--- src/core/oed_pkg.sv ---
// Summary of operation
// - Short branch reach is -128 to +127
// - Port from byte constant or port register
// - Shift count is one or count register
// - Interrupt type is an 8-bit constant
// - Escape carries 6-bit code for coprocessor
// - Return pops a 16-bit byte count
// - Port data uses word or low byte
// - Translate indexes 256-byte table at base
// - Strings read through source index, override allowed
// - Strings write through destination index register
// - Sources are read, only destination changes
// - Immediates span 16-bit or 8-bit range
// - Far indirect transfer through a memory operand fetches a doubleword
// - EA costs 5, 6, 7, 8, 9, 11 or 12 clocks
// - Segment override adds two EA clocks
// - Mode 01 sign-extends one displacement byte
// - Mode 00 code 110 is direct address
// - Displacement precedes immediate data bytes
package oed_pkg;
  localparam logic [3:0] EA_DISP_ONLY      = 4'h6;
  localparam logic [3:0] EA_BASE_ONLY      = 4'h5;
  localparam logic [3:0] EA_DISP_BASE      = 4'h9;
  localparam logic [3:0] EA_PAIR_FAST      = 4'h7;
  localparam logic [3:0] EA_PAIR_SLOW      = 4'h8;
  localparam logic [3:0] EA_PAIR_FAST_DISP = 4'hb;
  localparam logic [3:0] EA_PAIR_SLOW_DISP = 4'hc;
  localparam logic [3:0] EA_OVERRIDE       = 4'h2;
  localparam logic [1:0] MOD_NO_DISP = 2'h0;
  localparam logic [1:0] MOD_DISP8   = 2'h1;
  localparam logic [1:0] MOD_DISP16  = 2'h2;
  localparam logic [1:0] MOD_REG     = 2'h3;
  localparam logic [2:0] RM_DIRECT   = 3'h6;
  localparam int         MOD_LSB     = 6;
  localparam int         REG_LSB     = 3;
  localparam logic [7:0] SHIFT_ONE   = 8'h01;
  localparam logic [15:0] ONE16      = 16'h0001;
  localparam logic [15:0] BR_MIN     = 16'hff80;
  localparam logic [15:0] BR_MAX     = 16'h007f;

  typedef enum logic [3:0] {
    K_NONE      = 4'h0,
    K_BRANCH    = 4'h1,
    K_PORT_IMM  = 4'h2,
    K_PORT_REG  = 4'h3,
    K_SHIFT_ONE = 4'h4,
    K_SHIFT_CNT = 4'h5,
    K_INT       = 4'h6,
    K_ESC       = 4'h7,
    K_RET_POP   = 4'h8,
    K_MODRM     = 4'h9,
    K_MODRM_IMM = 4'ha,
    K_FAR_IND   = 4'hb,
    K_TABLE_TRANSLATE      = 4'hc,
    K_STRING    = 4'hd,
    K_IMM       = 4'he
  } oed_kind_type;

  typedef enum logic [2:0] {
    S_IDLE    = 3'h0,
    S_MODRM   = 3'h1,
    S_DISP_LO = 3'h2,
    S_DISP_HI = 3'h3,
    S_IMM_LO  = 3'h4,
    S_IMM_HI  = 3'h5,
    S_DONE    = 3'h6
  } oed_state_type;
endpackage

--- src/core/oed_dec_if.sv ---
`timescale 1ns/1ps
`default_nettype none
interface oed_dec_if;
  import oed_pkg::*;
  logic [1:0]   mode;
  logic [2:0]   rm;
  logic         seg_ovr;
  logic [15:0]  disp;
  logic [15:0]  base_reg;
  logic [15:0]  stack_base;
  logic [15:0]  src_idx;
  logic [15:0]  dst_idx;
  logic [3:0]   ea_clks;
  logic [15:0]  ea_addr;
  oed_kind_type kind;
  logic         wide;
  logic [7:0]   byte_const;
  logic [15:0]  acc_word;
  logic [15:0]  port_reg;
  logic [7:0]   count_reg;
  logic [15:0]  port_num;
  logic [7:0]   shift_cnt;
  logic [15:0]  acc_opnd;
  logic [15:0]  table_translate_addr;

  modport ea_src  (output mode, rm, seg_ovr, disp, base_reg, stack_base,
                   src_idx, dst_idx, input ea_clks, ea_addr);
  modport ea_calc (input mode, rm, seg_ovr, disp, base_reg, stack_base,
                   src_idx, dst_idx, output ea_clks, ea_addr);
  modport op_src  (output kind, wide, byte_const, acc_word, port_reg,
                   count_reg, input port_num, shift_cnt, acc_opnd,
                   table_translate_addr);
  modport op_sel  (input kind, wide, byte_const, acc_word, port_reg,
                   count_reg, base_reg, output port_num, shift_cnt,
                   acc_opnd, table_translate_addr);
endinterface
`default_nettype wire

--- src/core/oed_decoder.sv ---
`timescale 1ns/1ps
`default_nettype none
module oed_decoder
  import oed_pkg::*;
(
  input  wire logic         i_clk,
  input  wire logic         i_rst_n,
  input  wire logic         i_valid,
  input  wire logic         i_first,
  input  wire logic [7:0]   i_byte,
  input  wire oed_kind_type i_kind,
  input  wire logic [15:0]  i_ip,
  input  wire logic         i_seg_ovr,
  input  wire logic [15:0]  i_accumulator_word,
  input  wire logic [15:0]  i_base_register,
  input  wire logic [15:0]  i_stack_base_register,
  input  wire logic [15:0]  i_source_index_register,
  input  wire logic [15:0]  i_destination_index_register,
  input  wire logic [15:0]  i_port_register,
  input  wire logic [7:0]   i_count_register,
  output logic              o_done,
  output logic [3:0]        o_ea_clocks,
  output logic [15:0]       o_ea_addr,
  output logic [15:0]       o_disp,
  output logic [15:0]       o_imm,
  output logic [15:0]       o_target,
  output logic [15:0]       o_port,
  output logic [7:0]        o_shift_count,
  output logic [7:0]        o_int_type,
  output logic [5:0]        o_esc_code,
  output logic [15:0]       o_pop_count,
  output logic              o_far_dword,
  output logic [15:0]       o_acc_operand,
  output logic [15:0]       o_table_translate_addr,
  output logic [15:0]       o_src_addr,
  output logic [15:0]       o_dst_addr,
  output logic              o_src_ovr,
  output logic              o_range_err
);
  oed_state_type state_q;
  oed_kind_type  kind_q;
  logic [7:0]    op_q;
  logic [7:0]    modrm_q;
  logic [15:0]   ip_q;
  logic [15:0]   len_q;
  logic [15:0]   disp_q;
  logic [15:0]   imm_q;
  logic          disp_wide_q;
  logic          imm_wide_q;
  logic          ovr_q;
  logic          take;
  logic [1:0]    mode;
  logic [15:0]   next_ip;
  logic [15:0]   rel;

  oed_dec_if dif ();

  function automatic logic has_modrm(input oed_kind_type k);
    has_modrm = (k == K_ESC || k == K_MODRM || k == K_MODRM_IMM ||
                 k == K_FAR_IND);
  endfunction

  function automatic logic byte_imm(input oed_kind_type k);
    byte_imm = (k == K_BRANCH || k == K_PORT_IMM || k == K_INT);
  endfunction

  assign take    = i_valid && state_q != S_IDLE && state_q != S_DONE;
  assign mode    = modrm_q[MOD_LSB+1:MOD_LSB];
  assign next_ip = ip_q + len_q;
  assign rel     = o_target - next_ip;

  assign dif.mode       = mode;
  assign dif.rm         = modrm_q[2:0];
  assign dif.seg_ovr    = ovr_q;
  assign dif.disp       = disp_q;
  assign dif.base_reg   = i_base_register;
  assign dif.stack_base = i_stack_base_register;
  assign dif.src_idx    = i_source_index_register;
  assign dif.dst_idx    = i_destination_index_register;
  assign dif.kind       = kind_q;
  assign dif.wide       = op_q[0];
  assign dif.byte_const = imm_q[7:0];
  assign dif.acc_word   = i_accumulator_word;
  assign dif.port_reg   = i_port_register;
  assign dif.count_reg  = i_count_register;

  oed_ea_calc u_ea_calc (
    .ea (dif.ea_calc)
  );

  oed_operand_sel u_operand_sel (
    .op (dif.op_sel)
  );

  // Byte sequencing: opcode, addressing byte, displacement, immediate
  always_ff @(posedge i_clk or negedge i_rst_n)
  begin
    if (!i_rst_n)
      state_q <= S_IDLE;
    else
      case (state_q)
        S_IDLE:
          if (i_valid && i_first)
          begin
            if (has_modrm(i_kind))
              state_q <= S_MODRM;
            else if (byte_imm(i_kind) || i_kind == K_RET_POP ||
                     i_kind == K_IMM)
              state_q <= S_IMM_LO;
            else
              state_q <= S_DONE;
          end
        S_MODRM:
          if (i_valid)
          begin
            if (i_byte[7:6] == MOD_DISP8 || i_byte[7:6] == MOD_DISP16 ||
                (i_byte[7:6] == MOD_NO_DISP && i_byte[2:0] == RM_DIRECT))
              state_q <= S_DISP_LO;
            else if (kind_q == K_MODRM_IMM)
              state_q <= S_IMM_LO;
            else
              state_q <= S_DONE;
          end
        S_DISP_LO:
          if (i_valid)
          begin
            if (disp_wide_q)
              state_q <= S_DISP_HI;
            else if (kind_q == K_MODRM_IMM)
              state_q <= S_IMM_LO;
            else
              state_q <= S_DONE;
          end
        S_DISP_HI:
          if (i_valid)
            state_q <= (kind_q == K_MODRM_IMM) ? S_IMM_LO : S_DONE;
        S_IMM_LO:
          if (i_valid)
            state_q <= imm_wide_q ? S_IMM_HI : S_DONE;
        S_IMM_HI:
          if (i_valid)
            state_q <= S_DONE;
        default:
          state_q <= S_IDLE;
      endcase
  end

  // Opcode context, held for the whole instruction
  always_ff @(posedge i_clk or negedge i_rst_n)
  begin
    if (!i_rst_n)
    begin
      kind_q     <= K_NONE;
      op_q       <= 8'h00;
      ip_q       <= 16'h0000;
      ovr_q      <= 1'b0;
      imm_wide_q <= 1'b0;
    end
    else if (state_q == S_IDLE && i_valid && i_first)
    begin
      kind_q     <= i_kind;
      op_q       <= i_byte;
      ip_q       <= i_ip;
      ovr_q      <= i_seg_ovr;
      // Return count always 16-bit; branch, port and interrupt constants 8-bit; others follow the width bit
      imm_wide_q <= (i_kind == K_RET_POP) ||
                    (!byte_imm(i_kind) && i_byte[0]);
    end
  end

  always_ff @(posedge i_clk or negedge i_rst_n)
  begin
    if (!i_rst_n)
      len_q <= 16'h0000;
    else if (state_q == S_IDLE && i_valid && i_first)
      len_q <= ONE16;
    else if (take)
      len_q <= len_q + ONE16;
  end

  // Addressing byte and displacement
  always_ff @(posedge i_clk or negedge i_rst_n)
  begin
    if (!i_rst_n)
    begin
      modrm_q     <= 8'h00;
      disp_q      <= 16'h0000;
      disp_wide_q <= 1'b0;
    end
    else if (state_q == S_IDLE && i_valid && i_first)
    begin
      modrm_q <= {MOD_REG, 6'h00};
      disp_q  <= 16'h0000;
    end
    else if (state_q == S_MODRM && i_valid)
    begin
      modrm_q     <= i_byte;
      disp_wide_q <= i_byte[7:6] == MOD_DISP16 ||
                     (i_byte[7:6] == MOD_NO_DISP &&
                      i_byte[2:0] == RM_DIRECT);
    end
    else if (state_q == S_DISP_LO && i_valid)
      disp_q <= {{8{i_byte[7]}}, i_byte};
    else if (state_q == S_DISP_HI && i_valid)
      disp_q <= {i_byte, disp_q[7:0]};
  end

  always_ff @(posedge i_clk or negedge i_rst_n)
  begin
    if (!i_rst_n)
      imm_q <= 16'h0000;
    else if (state_q == S_IDLE && i_valid && i_first)
      imm_q <= 16'h0000;
    else if (state_q == S_IMM_LO && i_valid)
      imm_q <= {8'h00, i_byte};
    else if (state_q == S_IMM_HI && i_valid)
      imm_q <= {i_byte, imm_q[7:0]};
  end

  // Results: registers are only read here, never written back
  always_ff @(posedge i_clk or negedge i_rst_n)
  begin
    if (!i_rst_n)
    begin
      o_ea_clocks   <= 4'h0;
      o_ea_addr     <= 16'h0000;
      o_disp        <= 16'h0000;
      o_imm         <= 16'h0000;
      o_target      <= 16'h0000;
      o_port        <= 16'h0000;
      o_shift_count <= 8'h00;
      o_int_type    <= 8'h00;
      o_esc_code    <= 6'h00;
      o_pop_count   <= 16'h0000;
      o_far_dword   <= 1'b0;
      o_acc_operand <= 16'h0000;
      o_table_translate_addr   <= 16'h0000;
      o_src_addr    <= 16'h0000;
      o_dst_addr    <= 16'h0000;
      o_src_ovr     <= 1'b0;
    end
    else if (state_q == S_DONE)
    begin
      o_ea_clocks   <= dif.ea_clks;
      o_ea_addr     <= dif.ea_addr;
      o_disp        <= disp_q;
      o_imm         <= imm_q;
      o_target      <= next_ip + {{8{imm_q[7]}}, imm_q[7:0]};
      o_port        <= dif.port_num;
      o_shift_count <= dif.shift_cnt;
      o_int_type    <= imm_q[7:0];
      o_esc_code    <= {op_q[2:0], modrm_q[5:3]};
      o_pop_count   <= imm_q;
      o_far_dword   <= kind_q == K_FAR_IND && mode != MOD_REG;
      o_acc_operand <= dif.acc_opnd;
      o_table_translate_addr   <= dif.table_translate_addr;
      o_src_addr    <= i_source_index_register;
      o_dst_addr    <= i_destination_index_register;
      o_src_ovr     <= kind_q == K_STRING && ovr_q;
    end
  end

  always_ff @(posedge i_clk or negedge i_rst_n)
  begin
    if (!i_rst_n)
      o_done <= 1'b0;
    else
      o_done <= state_q == S_DONE;
  end

  // Field widths make an out-of-reach target unencodable
  always_ff @(posedge i_clk or negedge i_rst_n)
  begin
    if (!i_rst_n)
      o_range_err <= 1'b0;
    else
      o_range_err <= o_done && kind_q == K_BRANCH &&
                     $signed(rel) > $signed(BR_MAX);
  end
endmodule // oed_decoder
`default_nettype wire

--- src/core/oed_ea_calc.sv ---
`timescale 1ns/1ps
`default_nettype none
module oed_ea_calc
  import oed_pkg::*;
(
  oed_dec_if.ea_calc ea
);
  logic [3:0]  base_clks;
  logic [15:0] reg_sum;

  always_comb
  begin
    base_clks = EA_BASE_ONLY;
    reg_sum   = 16'h0000;
    case (ea.rm)
      3'h0: reg_sum = ea.base_reg + ea.src_idx;
      3'h1: reg_sum = ea.base_reg + ea.dst_idx;
      3'h2: reg_sum = ea.stack_base + ea.src_idx;
      3'h3: reg_sum = ea.stack_base + ea.dst_idx;
      3'h4: reg_sum = ea.src_idx;
      3'h5: reg_sum = ea.dst_idx;
      3'h6: reg_sum = ea.stack_base;
      default: reg_sum = ea.base_reg;
    endcase
    // Fast pairs are the diagonal ones
    if (ea.rm == 3'h0 || ea.rm == 3'h3)
      base_clks = (ea.mode == MOD_NO_DISP) ? EA_PAIR_FAST
                                            : EA_PAIR_FAST_DISP;
    else if (ea.rm == 3'h1 || ea.rm == 3'h2)
      base_clks = (ea.mode == MOD_NO_DISP) ? EA_PAIR_SLOW
                                            : EA_PAIR_SLOW_DISP;
    else
      base_clks = (ea.mode == MOD_NO_DISP) ? EA_BASE_ONLY
                                            : EA_DISP_BASE;
    if (ea.mode == MOD_NO_DISP && ea.rm == RM_DIRECT)
    begin
      base_clks = EA_DISP_ONLY;
      reg_sum   = 16'h0000;
    end
    if (ea.mode == MOD_REG)
      base_clks = 4'h0;
  end

  assign ea.ea_addr = reg_sum + ea.disp;
  assign ea.ea_clks = (ea.seg_ovr && ea.mode != MOD_REG)
                      ? base_clks + EA_OVERRIDE : base_clks;
endmodule // oed_ea_calc
`default_nettype wire

--- src/core/oed_operand_sel.sv ---
`timescale 1ns/1ps
`default_nettype none
module oed_operand_sel
  import oed_pkg::*;
(
  oed_dec_if.op_sel op
);
  always_comb
  begin
    op.port_num  = {8'h00, op.byte_const};
    if (op.kind == K_PORT_REG)
      op.port_num = op.port_reg;
    op.shift_cnt = (op.kind == K_SHIFT_CNT) ? op.count_reg
                                            : SHIFT_ONE;
    op.acc_opnd  = op.wide ? op.acc_word
                           : {8'h00, op.acc_word[7:0]};
    // Table index is one byte, so reach is exactly 256 bytes
    op.table_translate_addr = op.base_reg + {8'h00, op.acc_word[7:0]};
  end
endmodule // oed_operand_sel
`default_nettype wire

--- config.mk ---
export PLATFORM = sky130hd
export DESIGN_NAME = oed_decoder
export DESIGN_NICKNAME = d
export VERILOG_FILES = /design/src/core/oed_pkg.sv /design/src/core/oed_dec_if.sv /design/src/core/oed_decoder.sv /design/src/core/oed_ea_calc.sv /design/src/core/oed_operand_sel.sv
export SDC_FILE = /design/constraint.sdc
export NUM_CORES = 1
export LEC_CHECK = 0
export BUFFER_PORTS_ARGS = -buffer_cell sky130_fd_sc_hd__buf_2
export CAP_MARGIN = 20
export CORE_MARGIN = 2
export CORE_UTILIZATION = 56
export CTS_BUF_LIST = sky130_fd_sc_hd__clkbuf_16
export DETAILED_ROUTE_END_ITERATION = 10
export GPL_ROUTABILITY_DRIVEN = 0
export PLACE_DENSITY = 0.93
export SKIP_LAST_GASP = 1
export SYNTH_ARGS = -nofsm -noshare
export SYNTH_HDL_FRONTEND = slang
export SYNTH_SLANG_ARGS = --single-unit
--- constraint.sdc ---
create_clock -name i_clk -period 5.74 [get_ports i_clk]
set_input_delay 0.287 -clock i_clk [delete_from_list [all_inputs] [get_ports i_clk]]
set_output_delay 0.287 -clock i_clk [all_outputs]
set_load 0.02 [all_outputs]
After elaboration in Yosys (flattened, before gate mapping)
Cells that the tools add are included.
Storage, ports and cells
  register bits after elaboration: 259
  input bits: 137
  output and inout bits: 190
  word-level logic and storage cells: 167
Cells by class
  add/sub/neg operators: 11
  order comparisons: 1
  eq/ne operators: 40
  mux-type cells: 37
  bitwise logic cells: 1
  reduce and logical (&&, ||, !) cells: 47
Operators with widths (count)
  two-way mux 16 bit: 12
  adder 16 bit: 7
  one-hot mux 16 bit (7 select lines): 1
  == test 4 bit (second input constant): 8
  two-way mux 3 bit: 10
  two-way mux 4 bit: 7
  two-way mux 8 bit: 3
  == test 3 bit (second input constant): 7
  logical AND 1 bit: 18
  one-hot mux 3 bit (6 select lines): 1
  adder 16 x 1 -> 16 bit (second input constant): 1
  adder 16 x 8 -> 16 bit: 1
  > comparator 16 x 8 -> 1 bit (second input constant): 1
  subtractor 16 bit: 1
  != test 2 bit (second input constant): 7
  logical OR 1 bit: 13
  == test 3 x 2 -> 1 bit (second input constant): 4
  == test 4 x 3 -> 1 bit (second input constant): 3
  nonzero test 3 bit: 3
  == test 4 x 1 -> 1 bit (second input constant): 2
  == test 4 x 2 -> 1 bit (second input constant): 2
  nonzero test 2 bit: 4
  == test 3 x 1 -> 1 bit (second input constant): 2
  zero test 3 bit: 2
  other kinds (11): 17

Logic depth before layout (Yosys ltp)
Gate-level depths: netlist (run 1).
  depth in word-level cells: 9
  mapped depth: 26
  gate-level depth less buffers: 25

By module
A second synthesis (run 1) with hierarchy kept.
Second synthesis, totals
  cells, all modules: 1921
  area total of the unflattened synthesis: 16143.0 µm²
Modules (own cells, without submodules)
  oed_decoder: instances 1, cells an instance 1361, area each 12010.3 µm², seq. area each 6281.0 µm²
  oed_ea_calc: instances 1, cells an instance 454, area each 3313.2 µm², seq. area each 0.0 µm²
  oed_operand_sel: instances 1, cells an instance 106, area each 819.5 µm², seq. area each 0.0 µm²

Worst setup path after synthesis (run 1)
No wires, ideal clock.
  kind: flip-flop to flip-flop
  start: reg modrm_q[0]
  end: reg o_ea_addr[15]
  library setup time: 76 ps
  arrival: 5148 ps
  required time: 5664 ps
  setup slack: 516 ps
  stages on the path, launching flop included: 26
  path buffers: 2
  clock period less this slack: 5224 ps
  cell sequence: dfrtp_1 buf_1 clkbuf_1 nand2_1 mux2_2 ha_1 inv_1 fa_1 nor2b_1 o21ai_0 a21boi_0 o21ai_0 a21oi_1 nor2_1 a211oi_1 a211oi_1 ha_1 a2111oi_0 o21ai_1 a41oi_1 o21ai_1 nor3_1 o21bai_1 a21oi_1 xnor3_1 o21ai_1
Between the ends
  word-level cells in the longest chain between the ends: 4
  elaborated cells between the ends (all ways): 11
  classes of those cells: 1 x add/sub; 6 x eq/ne; 2 x mux; 2 x reduce/logical
Ends and longest elaborated chain
  start: declaration: line oed_decoder.sv:43  | logic [7:0] modrm_q;
  start signal: assignment: line oed_decoder.sv:192  | modrm_q <= {MOD_REG, 6'h00};
  start signal: assignment: line oed_decoder.sv:197  | modrm_q <= i_byte;
  == test 3 bit, or another cell as far along: line oed_ea_calc.sv:15, oed_ea_calc.sv:35
  one-hot mux 16 bit (7 select lines) or logical AND 1 bit (tied branches): line oed_ea_calc.sv:15, oed_ea_calc.sv:35
  two-way mux 16 bit (*): line oed_ea_calc.sv:35  | if (ea.mode == MOD_NO_DISP && ea.rm == RM_DIRECT)
  adder 16 bit (*): line oed_ea_calc.sv:44  | assign ea.ea_addr = reg_sum + ea.disp;
  end signal: assignment: line oed_decoder.sv:245  | o_ea_addr <= dif.ea_addr;
  end: declaration: line oed_decoder.sv:23  | output logic [15:0] o_ea_addr,
Mark *: on every way between the ends. The rest lies on a longest branch, timed or not.
A chain may end at the register's enable or synchronous reset.

Worst setup path after layout (run 1)
  start: reg modrm_q[2]
  end: reg o_ea_addr[15]
The elaborated chain is that of the path after synthesis.

==> qor.yml, run 1 <==
run_status:
  status: "completed"
synth:
  ys_ff_latch: 251
  syn_area_sq_um: 15600
  synth_edf_count: 0
  synth_nets: 2076
  syn_avg_cell_area_sq_um: 8.55
  netlist-cell-type-count: 71
  yosysSeqAreaShare: 0.402
  syn-instance-count: 1827
  ys_async_sr_fraction: 1.00
  yosys_warnings: 0
  synth_flop_cell: "dfrtp_1"
die:
  initial_core_util: 0.566
  core-area_sq_um: 27600
  io_pins: 327
  die_h_um: 171
  die_w_um: 171
  fp.dieArea_sq_um: 29300
  core.rowCount: 61
clock_network:
  cts.sinks: 251
  clockBufferDepth: 3
  cts_tree: "yes"
  cts.clk_slew.worst_paths_ns: 0.06
  cts-root-buf: "clkbuf_16"
  cts_buffers: 27
  insertion_delay_ns: 0.56
  htree_levels: 1
worst_setup_path:
  critPathMostFrequentCell: "a21oi_1"
  timing_worst_setup_path_type: "reg2reg"
  cp_data_required_time_ns: 6.21
  cp-end-kind: "register"
  critPathMaxStageDelay_ns: 0.48
  cp.arrival_ns: 5.87
  r2r_cells: 21
  startpoint_type: "register"
  crit_path_top_delay_cell: "a221oi_1"
  cp_cell_sequence: "nor3b_4 -> mux2_2 -> ha_1 -> fa_1 -> a21o_1 -> a21oi_1 -> o21bai_1 -> a21oi_1 -> o21bai_1 -> a21oi_1 -> xor2_1 -> a221oi_1 -> ha_1 -> a21o_1 -> a41oi_2 -> o21ai_1 -> nor3_1 -> o21bai_1 -> a21oi_1 -> xnor3_1 -> o21ai_1"
  worstPathMaxFanout: 4
timing:
  drv_slew: 0
  fin_skew_ns: 0.0132
  fin_crit_sh: 0.941
  slew_headroom: 0.264
  worst_pin_slew_ns: 1.10
  setup_tns_ns: 0
  fin_crit_ns: 5.40
  hold_viol: 0
  setup_viol_count_final: 0
  max_freq_mhz: 185
pwr:
  power.density_nw_per_um2: 598
  power_mw: 11.4
  vdd_drop_max_v: 0.000408
  p_leak_nw: 9.86
placement:
  port_buffers: 326
  dp_hpwl_um: 34100
  dp_cells: 2445
  post_dp_cell_area_sq_um: 17400
drt:
  vias_per_cell: 5.97
  ant_nets: 0
  drtIter0Drc: 1572
  wl_um: 49800
  wl_per_cell_um: 19.3
  via_count: 15400
  drtPass1Iterations: 6
  drc_errors: 0
global_routing:
  grt_overflow_total: 0
  grt_pass1_vias: 15000
  antenna_found_initial: 6
  grt_max_degree: 138
  grt_pass1_wl_um: 76700
  track_usage: 0.330
layout:
  seq_area_sq_um: 6280
  drive_gt1_frac: 0.204
  layout.cells.non_filler: 2575
  finish.utilization: 0.690
  multi_input_area_sq_um: 8680
  fin_area_sq_um: 19100
  fillCellCount: 1984
  fin_nets: 2422
  syn_to_final_growth_pct: 22.0
hold_path:
  hold_depth: 3
  hp-class: "in2reg"
job:
  cap_viol_max_count: 0
[placed cells by master (no fill, tap or decap), types with 4 or more instances in the layout]
cell type      count
o31ai_1            8
dlygate4sd3_1     74
a21oi_1           95
o21bai_1          10
o22ai_1           17
ha_1             105
mux2_2            45
nand4_1           10
clkinv_1           8
a21o_1            29
a21boi_0           5
fa_1               7
nor3_1            19
a41oi_1            4
clkinv_2           9
o21ai_1            9
a211o_1            4
dfrtp_1          250
inv_1             58
a211oi_1          31
xnor2_1           54
o21ai_0          108
xor2_1            42
nand2_1          511
and2_1             4
o21a_1             9
nor2_1            88
diode_2            4
buf_2            325
o211ai_1           9
a22o_1            17
nand2b_1          13
clkbuf_16         27
nand3_1           48
and3_1            13
or3_1              9
mux2i_1           14
nor2b_1           13
buf_4             18
a31oi_1            7
[registers in the layout (all words and copies together), names as in the netlist, 7 cells and up]
signal,flops
o_port,16
o_shift_count,8
o_table_translate_addr,16
modrm_q,8
o_acc_operand,16
o_disp,16
o_ea_addr,16
imm_q,16
ip_q,16
o_dst_addr,16
o_src_addr,16
o_target,16
o_pop_count,9
len_q,16
o_int_type,7
dif.disp,16
[report_power, final]
group	switching [mW]	leakage (nW)	internal (mW)
sequential	0.634	3.21	2.50
clock	0.755	0.433	0.993
combinational	4.06	6.22	2.47
total	5.45	9.86	5.95
[cells in the mapped netlist, types with 24 or more instances]
cell / instances / area share
o21ai_0: 108 / 0.035
inv_1: 57 / 0.014
xnor2_1: 54 / 0.030
nand2_1: 511 / 0.12
buf_4: 24 / 0.012
a21oi_1: 95 / 0.030
dfrtp_1: 251 / 0.40
a21o_1: 29 / 0.014
mux2_2: 45 / 0.032
clkbuf_1: 62 / 0.015
xor2_1: 42 / 0.024
a211oi_1: 32 / 0.015
nor2_1: 89 / 0.021
ha_1: 105 / 0.084
nand3_1: 49 / 0.016
[layout make-up]
type                    count  share of cell area
clock buffers              27              0.0354
inverters                  59              0.0117
diodes                      4            0.000525
clock inverters            22              0.0102
multi-input cells        1415               0.455
repair buffers            419               0.133
flip-flops and latches    251               0.329
well taps                 378              0.0248
[worst max-delay path, delay by kind of cell, from the launching register on]
family                   cells  cell delay, ns
adder cells (fa/ha/maj)      3            1.07
AO/OA/AOI/OAI               13            2.61
AND/OR/NAND/NOR              2            0.50
multiplexers                 1            0.37
XOR/XNOR                     2            0.32
flip-flops                   1            0.45
[through the flow]
| stage | hold WS, ns | setup slack (ns) |
|---|---|---|
| floorplan | -0.00859 | 0.516 |
| global placement | 0.446 | 0.402 |
| detailed placement | 0.452 | 0.168 |
| CTS | 0.00232 | 0.136 |
| global route | 0.00599 | -0.117 |
| finish | 0.0137 | 0.340 |
[metal layers]
layer,track usage,up-vias,part of all wire
li1,-,6959,-
met4,0.199,4,0.065
met3,0.0807,259,0.097
met5,0,-,0.00036
met1,0.387,7238,0.37
met2,0.549,919,0.47
[cell families (layout without fill, tap and decap cells)]
logic type,after synthesis,count (layout),synth area share
AOI/OAI and AO/OA,400,400,0.162
xor gates and xnor gates,97,97,0.0552
adders and majority gates,112,112,0.0930
buffers and inverters,161,527,0.0450
DFF,251,251,0.402
muxes,61,61,0.0443
other,0,4,0
and+or+nand+nor,745,745,0.199
[repair_timing]
action | 4_1_cts | 5_1_grt
buffers inserted | 0 | 2
endpoints found under the setup margin | 0 | 3
gates resized for setup | 0 | 7
hold buffers | 74 | 0
hold endpoints to repair | 208 | 0
[final timing paths]
path / startpoint / to / slack [ns]
min in group asynchronous: i_rst_n / o_acc_operand[6] / 0.38
min: i_destination_index_register[4] / o_dst_addr[4] / 0.01
min reg2reg: o_acc_operand[8] / o_acc_operand[8] / 0.47
max in group asynchronous: i_rst_n / o_acc_operand[9] / 3.83
max reg2reg: modrm_q[2] / o_ea_addr[15] / 0.34
max: modrm_q[2] / o_ea_addr[15] / 0.34
(Power assumes the default switching activity.)
==> run 2, diff against run 1 <==
- PLACE_DENSITY: 0.93 -> 0.81
- RECOVER_POWER: default -> 50
==> qor.yml, run 2 (same netlist as run 1, synthesis figures left out) <==
drt:
  wl_per_cell_um: 18.1
  vias_per_cell: 5.77
  drc_errors: 0
  drtPass1Iterations: 7
  via_count: 14900
  drtIter0Drc: 1307
  ant_nets: 0
  wl_um: 46600
timing:
  worst_pin_slew_ns: 3.93
  drv_slew: 254
  fin_skew_ns: 0.00893
  fin_crit_sh: 0.941
  slew_headroom: -1.62
  fin_ws_ns: 0.336
  rsz0062_at_grt: "no"
  max_freq_mhz: 185
  hold_viol: 0
  setup_tns_ns: 0
  setup_viol_count_final: 0
  fin_crit_ns: 5.40
layout:
  fin_nets: 2422
  syn_to_final_growth_pct: 21.3
  drive_gt1_frac: 0.116
  mostFrequentLayoutCells: "nand2_1, dfrtp_1, clkbuf_1, buf_2, o21ai_0"
  layout_commonest_cell: "nand2_1"
worst_setup_path:
  crit_path_top_delay_cell: "fa_1"
  cp-end-kind: "register"
  worstSetupPathDepth: 25
  critPathTopFamily: "compound AO/OA/AOI/OAI gates"
  critPathMostFrequentCell: "o21ai_1"
  startpoint_type: "register"
  critPathMaxStageDelay_ns: 0.43
  cp_data_required_time_ns: 6.22
  timing_worst_setup_path_type: "reg2reg"
  r2r_cells: 25
  crit_buf_inv: 2
  worstPathMaxFanout: 5
  cp.arrival_ns: 5.89
clock_network:
  insertion_delay_ns: 0.55
  post-cts-setup-buffers: 0
  htree_levels: 1
  cts_buffers: 28
  cts.clk_slew.worst_paths_ns: 0.06
  clockBufferDepth: 3
  cts.sinks: 251
  cts-root-buf: "clkbuf_16"
  cts_tree: "yes"
die:
  core-area_sq_um: 27600
  core.rowCount: 61
  fp.dieArea_sq_um: 29300
  die_w_um: 171
  die_h_um: 171
  io_pins: 327
  initial_core_util: 0.566
pwr:
  power_mw: 11.3
  p_leak_nw: 9.26
  vdd_drop_max_v: 0.000443
  power.density_nw_per_um2: 597
placement:
  port_buffers: 326
  dp_hpwl_um: 32900
  post-place-ws_ns: 0.104
global_routing:
  grt_pass1_vias: 14300
  antenna_found_initial: 9
  grt_pass1_wl_um: 72900
  grt_overflow_total: 0
  track_usage: 0.311
  grt_max_degree: 182
hold_path:
  hold_depth: 3
  hp-class: "in2reg"
run_status:
  violations: "capacitance limit, slew limit"
  status: "finished with violations"
job:
  cap_viol_max_count: 2
[run 2: cell types whose count changed in the layout (fill, tap and decap cells not counted), moves of 2 or more]
cell,delta
clkbuf_1,+191
buf_2,-190
clkinv_2,-5
bufinv_16,+4
inv_1,+4
buf_4,-3
clkinv_1,-3
clkbuf_16,+2
[run 2: final timing paths]
check | slack, ns | endpoint | startpoint
worst max register to register | 0.34 | o_ea_addr[15] | modrm_q[1]
max in group asynchronous | 1.04 | o_dst_addr[2] | i_rst_n
worst max-delay path | 0.34 | o_ea_addr[15] | modrm_q[1]
worst min register to register | 0.47 | o_acc_operand[12] | o_acc_operand[12]
worst min-delay path | 0.01 | o_dst_addr[5] | i_destination_index_register[5]
min in group asynchronous | 1.64 | o_acc_operand[5] | i_rst_n
[run 2: layer usage]
| layer | GRT usage | vias up | part of all wire |
|---|---|---|---|
| met3 | 0.0687 | 170 | 0.081 |
| li1 | - | 6974 | - |
| met2 | 0.522 | 633 | 0.47 |
| met1 | 0.385 | 7069 | 0.40 |
| met4 | 0.136 | 12 | 0.046 |
| met5 | 0 | - | 0.0018 |
[run 2: through the flow]
stage / std cells / hold slack, ns / util / instance area, sq um
2_1_floorplan: 1827 / -0.00859 / - / 15600
6_report: 2575 / 0.0141 / 0.686 / 19000
3_5_place_dp: 2446 / 0.285 / 0.631 / 17400
4_1_cts: 2571 / 0.00583 / 0.694 / 19200
3_3_place_gp: 2446 / 0.282 / 0.631 / 17400
5_1_grt: 2571 / 0.00503 / 0.686 / 18900
[run 2: final cells by class]
type / count / area (sq um)
inverters: 59 / 223
multi-input cells: 1415 / 8680
clock buffers: 29 / 726
diodes: 4 / 10.0
fillers: 2217 / 8670
clock inverters: 21 / 275
repair buffers: 418 / 2290
flip-flops and latches: 251 / 6280
well taps: 378 / 473
[run 2: power breakdown]
group	internal [mW]	switching (mW)	leakage, nW
Combinational	2.30	3.95	5.54
Clock	1.22	0.746	0.506
Sequential	2.50	0.619	3.21
Total	6.01	5.31	9.26
[run 2: worst min-delay path, delay by kind of cell]
family,cells,cell delay [ns]
buffers and inverters,1,0.13
AND/OR/NAND/NOR,2,0.11
[run 2: timing repair]
action | 4_1_cts | 5_1_grt
setup endpoints to repair | 1 | 1
gates resized for setup | 1 | 4
hold endpoints to repair | 144 | 0
pin swaps | 0 | 0
hold buffers | 75 | 0
==> run 3, diff against run 2 <==
- ABC_AREA: default -> 1
- CTS_BUF_LIST: sky130_fd_sc_hd__clkbuf_16 -> default
- REMOVE_ABC_BUFFERS: default -> 1
==> qor.yml, run 3 <==
synth:
  yosys_warnings: 0
  post-synth-top-count-cell: "nand2_1"
  netlist_top_cells_area: "dfrtp_1, nand2_1, ha_1"
  yosys.area.top_type_share: 0.394
  synth_common_cells: "nand2_1, dfrtp_1, inv_1"
  syn_avg_cell_area_sq_um: 7.57
  synth_edf_count: 0
  ys_async_sr_fraction: 1.00
  ys_ff_latch: 251
  yosysSeqAreaShare: 0.394
  syn_area_sq_um: 15900
  syn-instance-count: 2103
  netlist-cell-type-count: 54
  synth_flop_cell: "dfrtp_1"
  yosysTopAreaCell: "dfrtp_1"
clock_network:
  cts-root-buf: "clkbuf_16"
  cts.sinks: 251
  post-cts-setup-buffers: 0
  insertion_delay_ns: 0.56
  htree_levels: 1
  clockBufferDepth: 3
  cts_buffers: 28
  cts.clk_slew.worst_paths_ns: 0.06
  ctsHoldBuffers: 60
  cts_tree: "yes"
  cts_resized: 0
pwr:
  power_frac_clock: 0.167
  power.density_nw_per_um2: 607
  vdd_drop_max_v: 0.000328
  power_switching_mw: 5.70
  p_int_mw: 5.84
  pwr-share-seq: 0.268
  p_leak_nw: 9.78
  p_comb_frac: 0.565
  swShare: 0.494
worst_setup_path:
  r2r_slack_ns: 0.76
  rr_endpoint: "o_ea_addr[13]"
  startpoint_type: "register"
  cp.arrival_ns: 5.44
  cp_cell_sequence: "inv_2 -> nand3_2 -> nand2_1 -> o21ai_0 -> ha_1 -> fa_1 -> nand3_1 -> nand2_1 -> a21oi_1 -> inv_1 -> or2_2 -> nand3_1 -> o2111ai_1 -> o211ai_1 -> inv_1 -> ha_1 -> a21oi_1 -> o21ai_0 -> a211oi_1 -> o21ai_0 -> or2_2 -> nand3_1 -> nand2_1"
  critPathMaxStageDelay_ns: 0.56
  crit_path_top_delay_cell: "nand3_2"
  worstPathMaxFanout: 32
  cp_data_required_time_ns: 6.19
  timing_worst_setup_path_type: "reg2reg"
  cp-end-kind: "register"
  r2r_cells: 23
  rr_startpoint: "modrm_q[1]"
drt:
  vias_per_cell: 5.68
  via_count: 16100
  ant_nets: 0
  wl_per_cell_um: 17.2
  drtIter0Drc: 1547
  drc_errors: 1
  wl_um: 48800
  drtPass1Iterations: 9
layout:
  syn_to_final_growth_pct: 19.4
  drive_gt1_frac: 0.0957
  finish.utilization: 0.683
  fin_nets: 2693
  fillCellCount: 2337
  mostFrequentLayoutCells: "nand2_1, dfrtp_1, inv_1, o21ai_0, clkbuf_1"
  layout_commonest_cell: "nand2_1"
  layout.cells.non_filler: 2844
hold_path:
  hp-class: "in2reg"
  hold_depth: 3
  min_to: "o_acc_operand[10]"
  min_from: "i_accumulator_word[10]"
run_status:
  status: "finished with violations"
  violations: "DRC, capacitance limit, slew limit"
placement:
  port_buffers: 326
  dp_hpwl_um: 35700
  dp_cells: 2732
  post-place-ws_ns: 0.866
timing:
  fin_skew_ns: 0.0107
  max_freq_mhz: 201
  fin_crit_ns: 4.98
  fin_ws_ns: 0.758
  slew_headroom: -1.12
  worst_pin_slew_ns: 3.18
  setup_tns_ns: 0
  setup_viol_count_final: 0
  fin_crit_sh: 0.868
  drv_slew: 174
  hold_viol: 0
  rsz0062_at_grt: "no"
die:
  die_w_um: 173
  initial_core_util: 0.572
  fp.dieArea_sq_um: 29800
  core.rowCount: 61
  io_pins: 327
  core-area_sq_um: 27900
  die_h_um: 173
global_routing:
  antenna_found_initial: 2
  grt_overflow_total: 0
  grt_pass1_wl_um: 78100
  grt_max_degree: 127
  grt_pass1_vias: 15400
  track_usage: 0.318
job:
  cap_viol_max_count: 2
==> run 3: changes by cell type in the layout (fill, tap and decap cells not counted), moves of 14 or more <==
cell | before | now
a21oi_1 | 95 | 139
xnor2_1 | 54 | 17
nand2_1 | 511 | 593
a21o_1 | 29 | 8
a211oi_1 | 31 | 6
nand3_1 | 48 | 98
mux2_2 | 45 | 0
mux2i_1 | 14 | 0
o21ai_0 | 108 | 206
inv_1 | 62 | 243
dlygate4sd3_1 | 75 | 60
==> run 3: kinds of logic (layout without fill, tap and decap cells) <==
group | Yosys count | in the layout | synth area share
flops | 251 | 251 | 0.394
simple gates | 861 | 861 | 0.226
compound gates | 488 | 488 | 0.174
xor+xnor | 52 | 52 | 0.0286
other cells | 0 | 1 | 0
fa+ha+maj | 112 | 112 | 0.0913
buf+inv | 339 | 701 | 0.0865
==> run 3: area by class of cell <==
cell class / instances / area, sq um / share of cell area
Antenna cell: 1 / 2.50 / 0.000132
Inverter: 258 / 970 / 0.0510
Multi-Input combinational cell: 1513 / 8260 / 0.435
Tap cell: 378 / 473 / 0.0249
Sequential cell: 251 / 6280 / 0.330
Clock buffer: 40 / 827 / 0.0435
Timing Repair Buffer: 392 / 2040 / 0.107
Clock inverter: 11 / 164 / 0.00862
==> run 3: routing by layer <==
| layer | up-vias | routed length [um] | GRT usage |
|---|---|---|---|
| met2 | 866 | 21700 | 0.509 |
| met4 | 0 | 2010 | 0.126 |
| met5 | - | 0 | 0 |
| met1 | 7502 | 20600 | 0.427 |
| met3 | 154 | 4520 | 0.0618 |
| li1 | 7627 | - | - |
==> run 3: worst max-delay path by stage <==
stage	end	from	cells past startpoint	slack (ns)
floorplan	o_ea_clocks[1]	state_q[0]	7	0.33
global placement	o_ea_addr[13]	modrm_q[1]	23	1.08
detailed placement	o_ea_addr[13]	modrm_q[1]	23	0.87
CTS	o_ea_addr[13]	modrm_q[1]	23	0.84
global route	o_ea_addr[13]	modrm_q[1]	23	0.40
finish	o_ea_addr[13]	modrm_q[1]	23	0.76
==> run 3: through the flow <==
step                cell area, sq um  power, mW  hold slack [ns]
floorplan                      15500       7.64         -0.00859
global placement               17700       9.32            0.446
detailed placement             17700       9.57            0.452
CTS                            19300       11.6         0.000921
global route                   19000       12.4           0.0132
finish                         19000       11.5          0.00672
==> run 3: power groups by stage <==
stage	Sequential, mW	Combinational, mW	Clock, mW
after floorplan	3.66	3.98	0
after global placement	3.05	6.28	0
after detailed placement	3.07	6.50	0
after CTS	3.06	6.58	1.95
after global routing	3.17	7.23	2.02
final	3.09	6.52	1.93
==> run 3: critical path: cells and delay by family, from the launching register on <==
kind                     cells  cell delay, ns
AND/OR/NAND/NOR              9            1.73
AO/OA/AOI/OAI                8            1.19
flip-flops                   1            0.43
adder cells (fa/ha/maj)      3            1.01
buffers and inverters        3            0.49
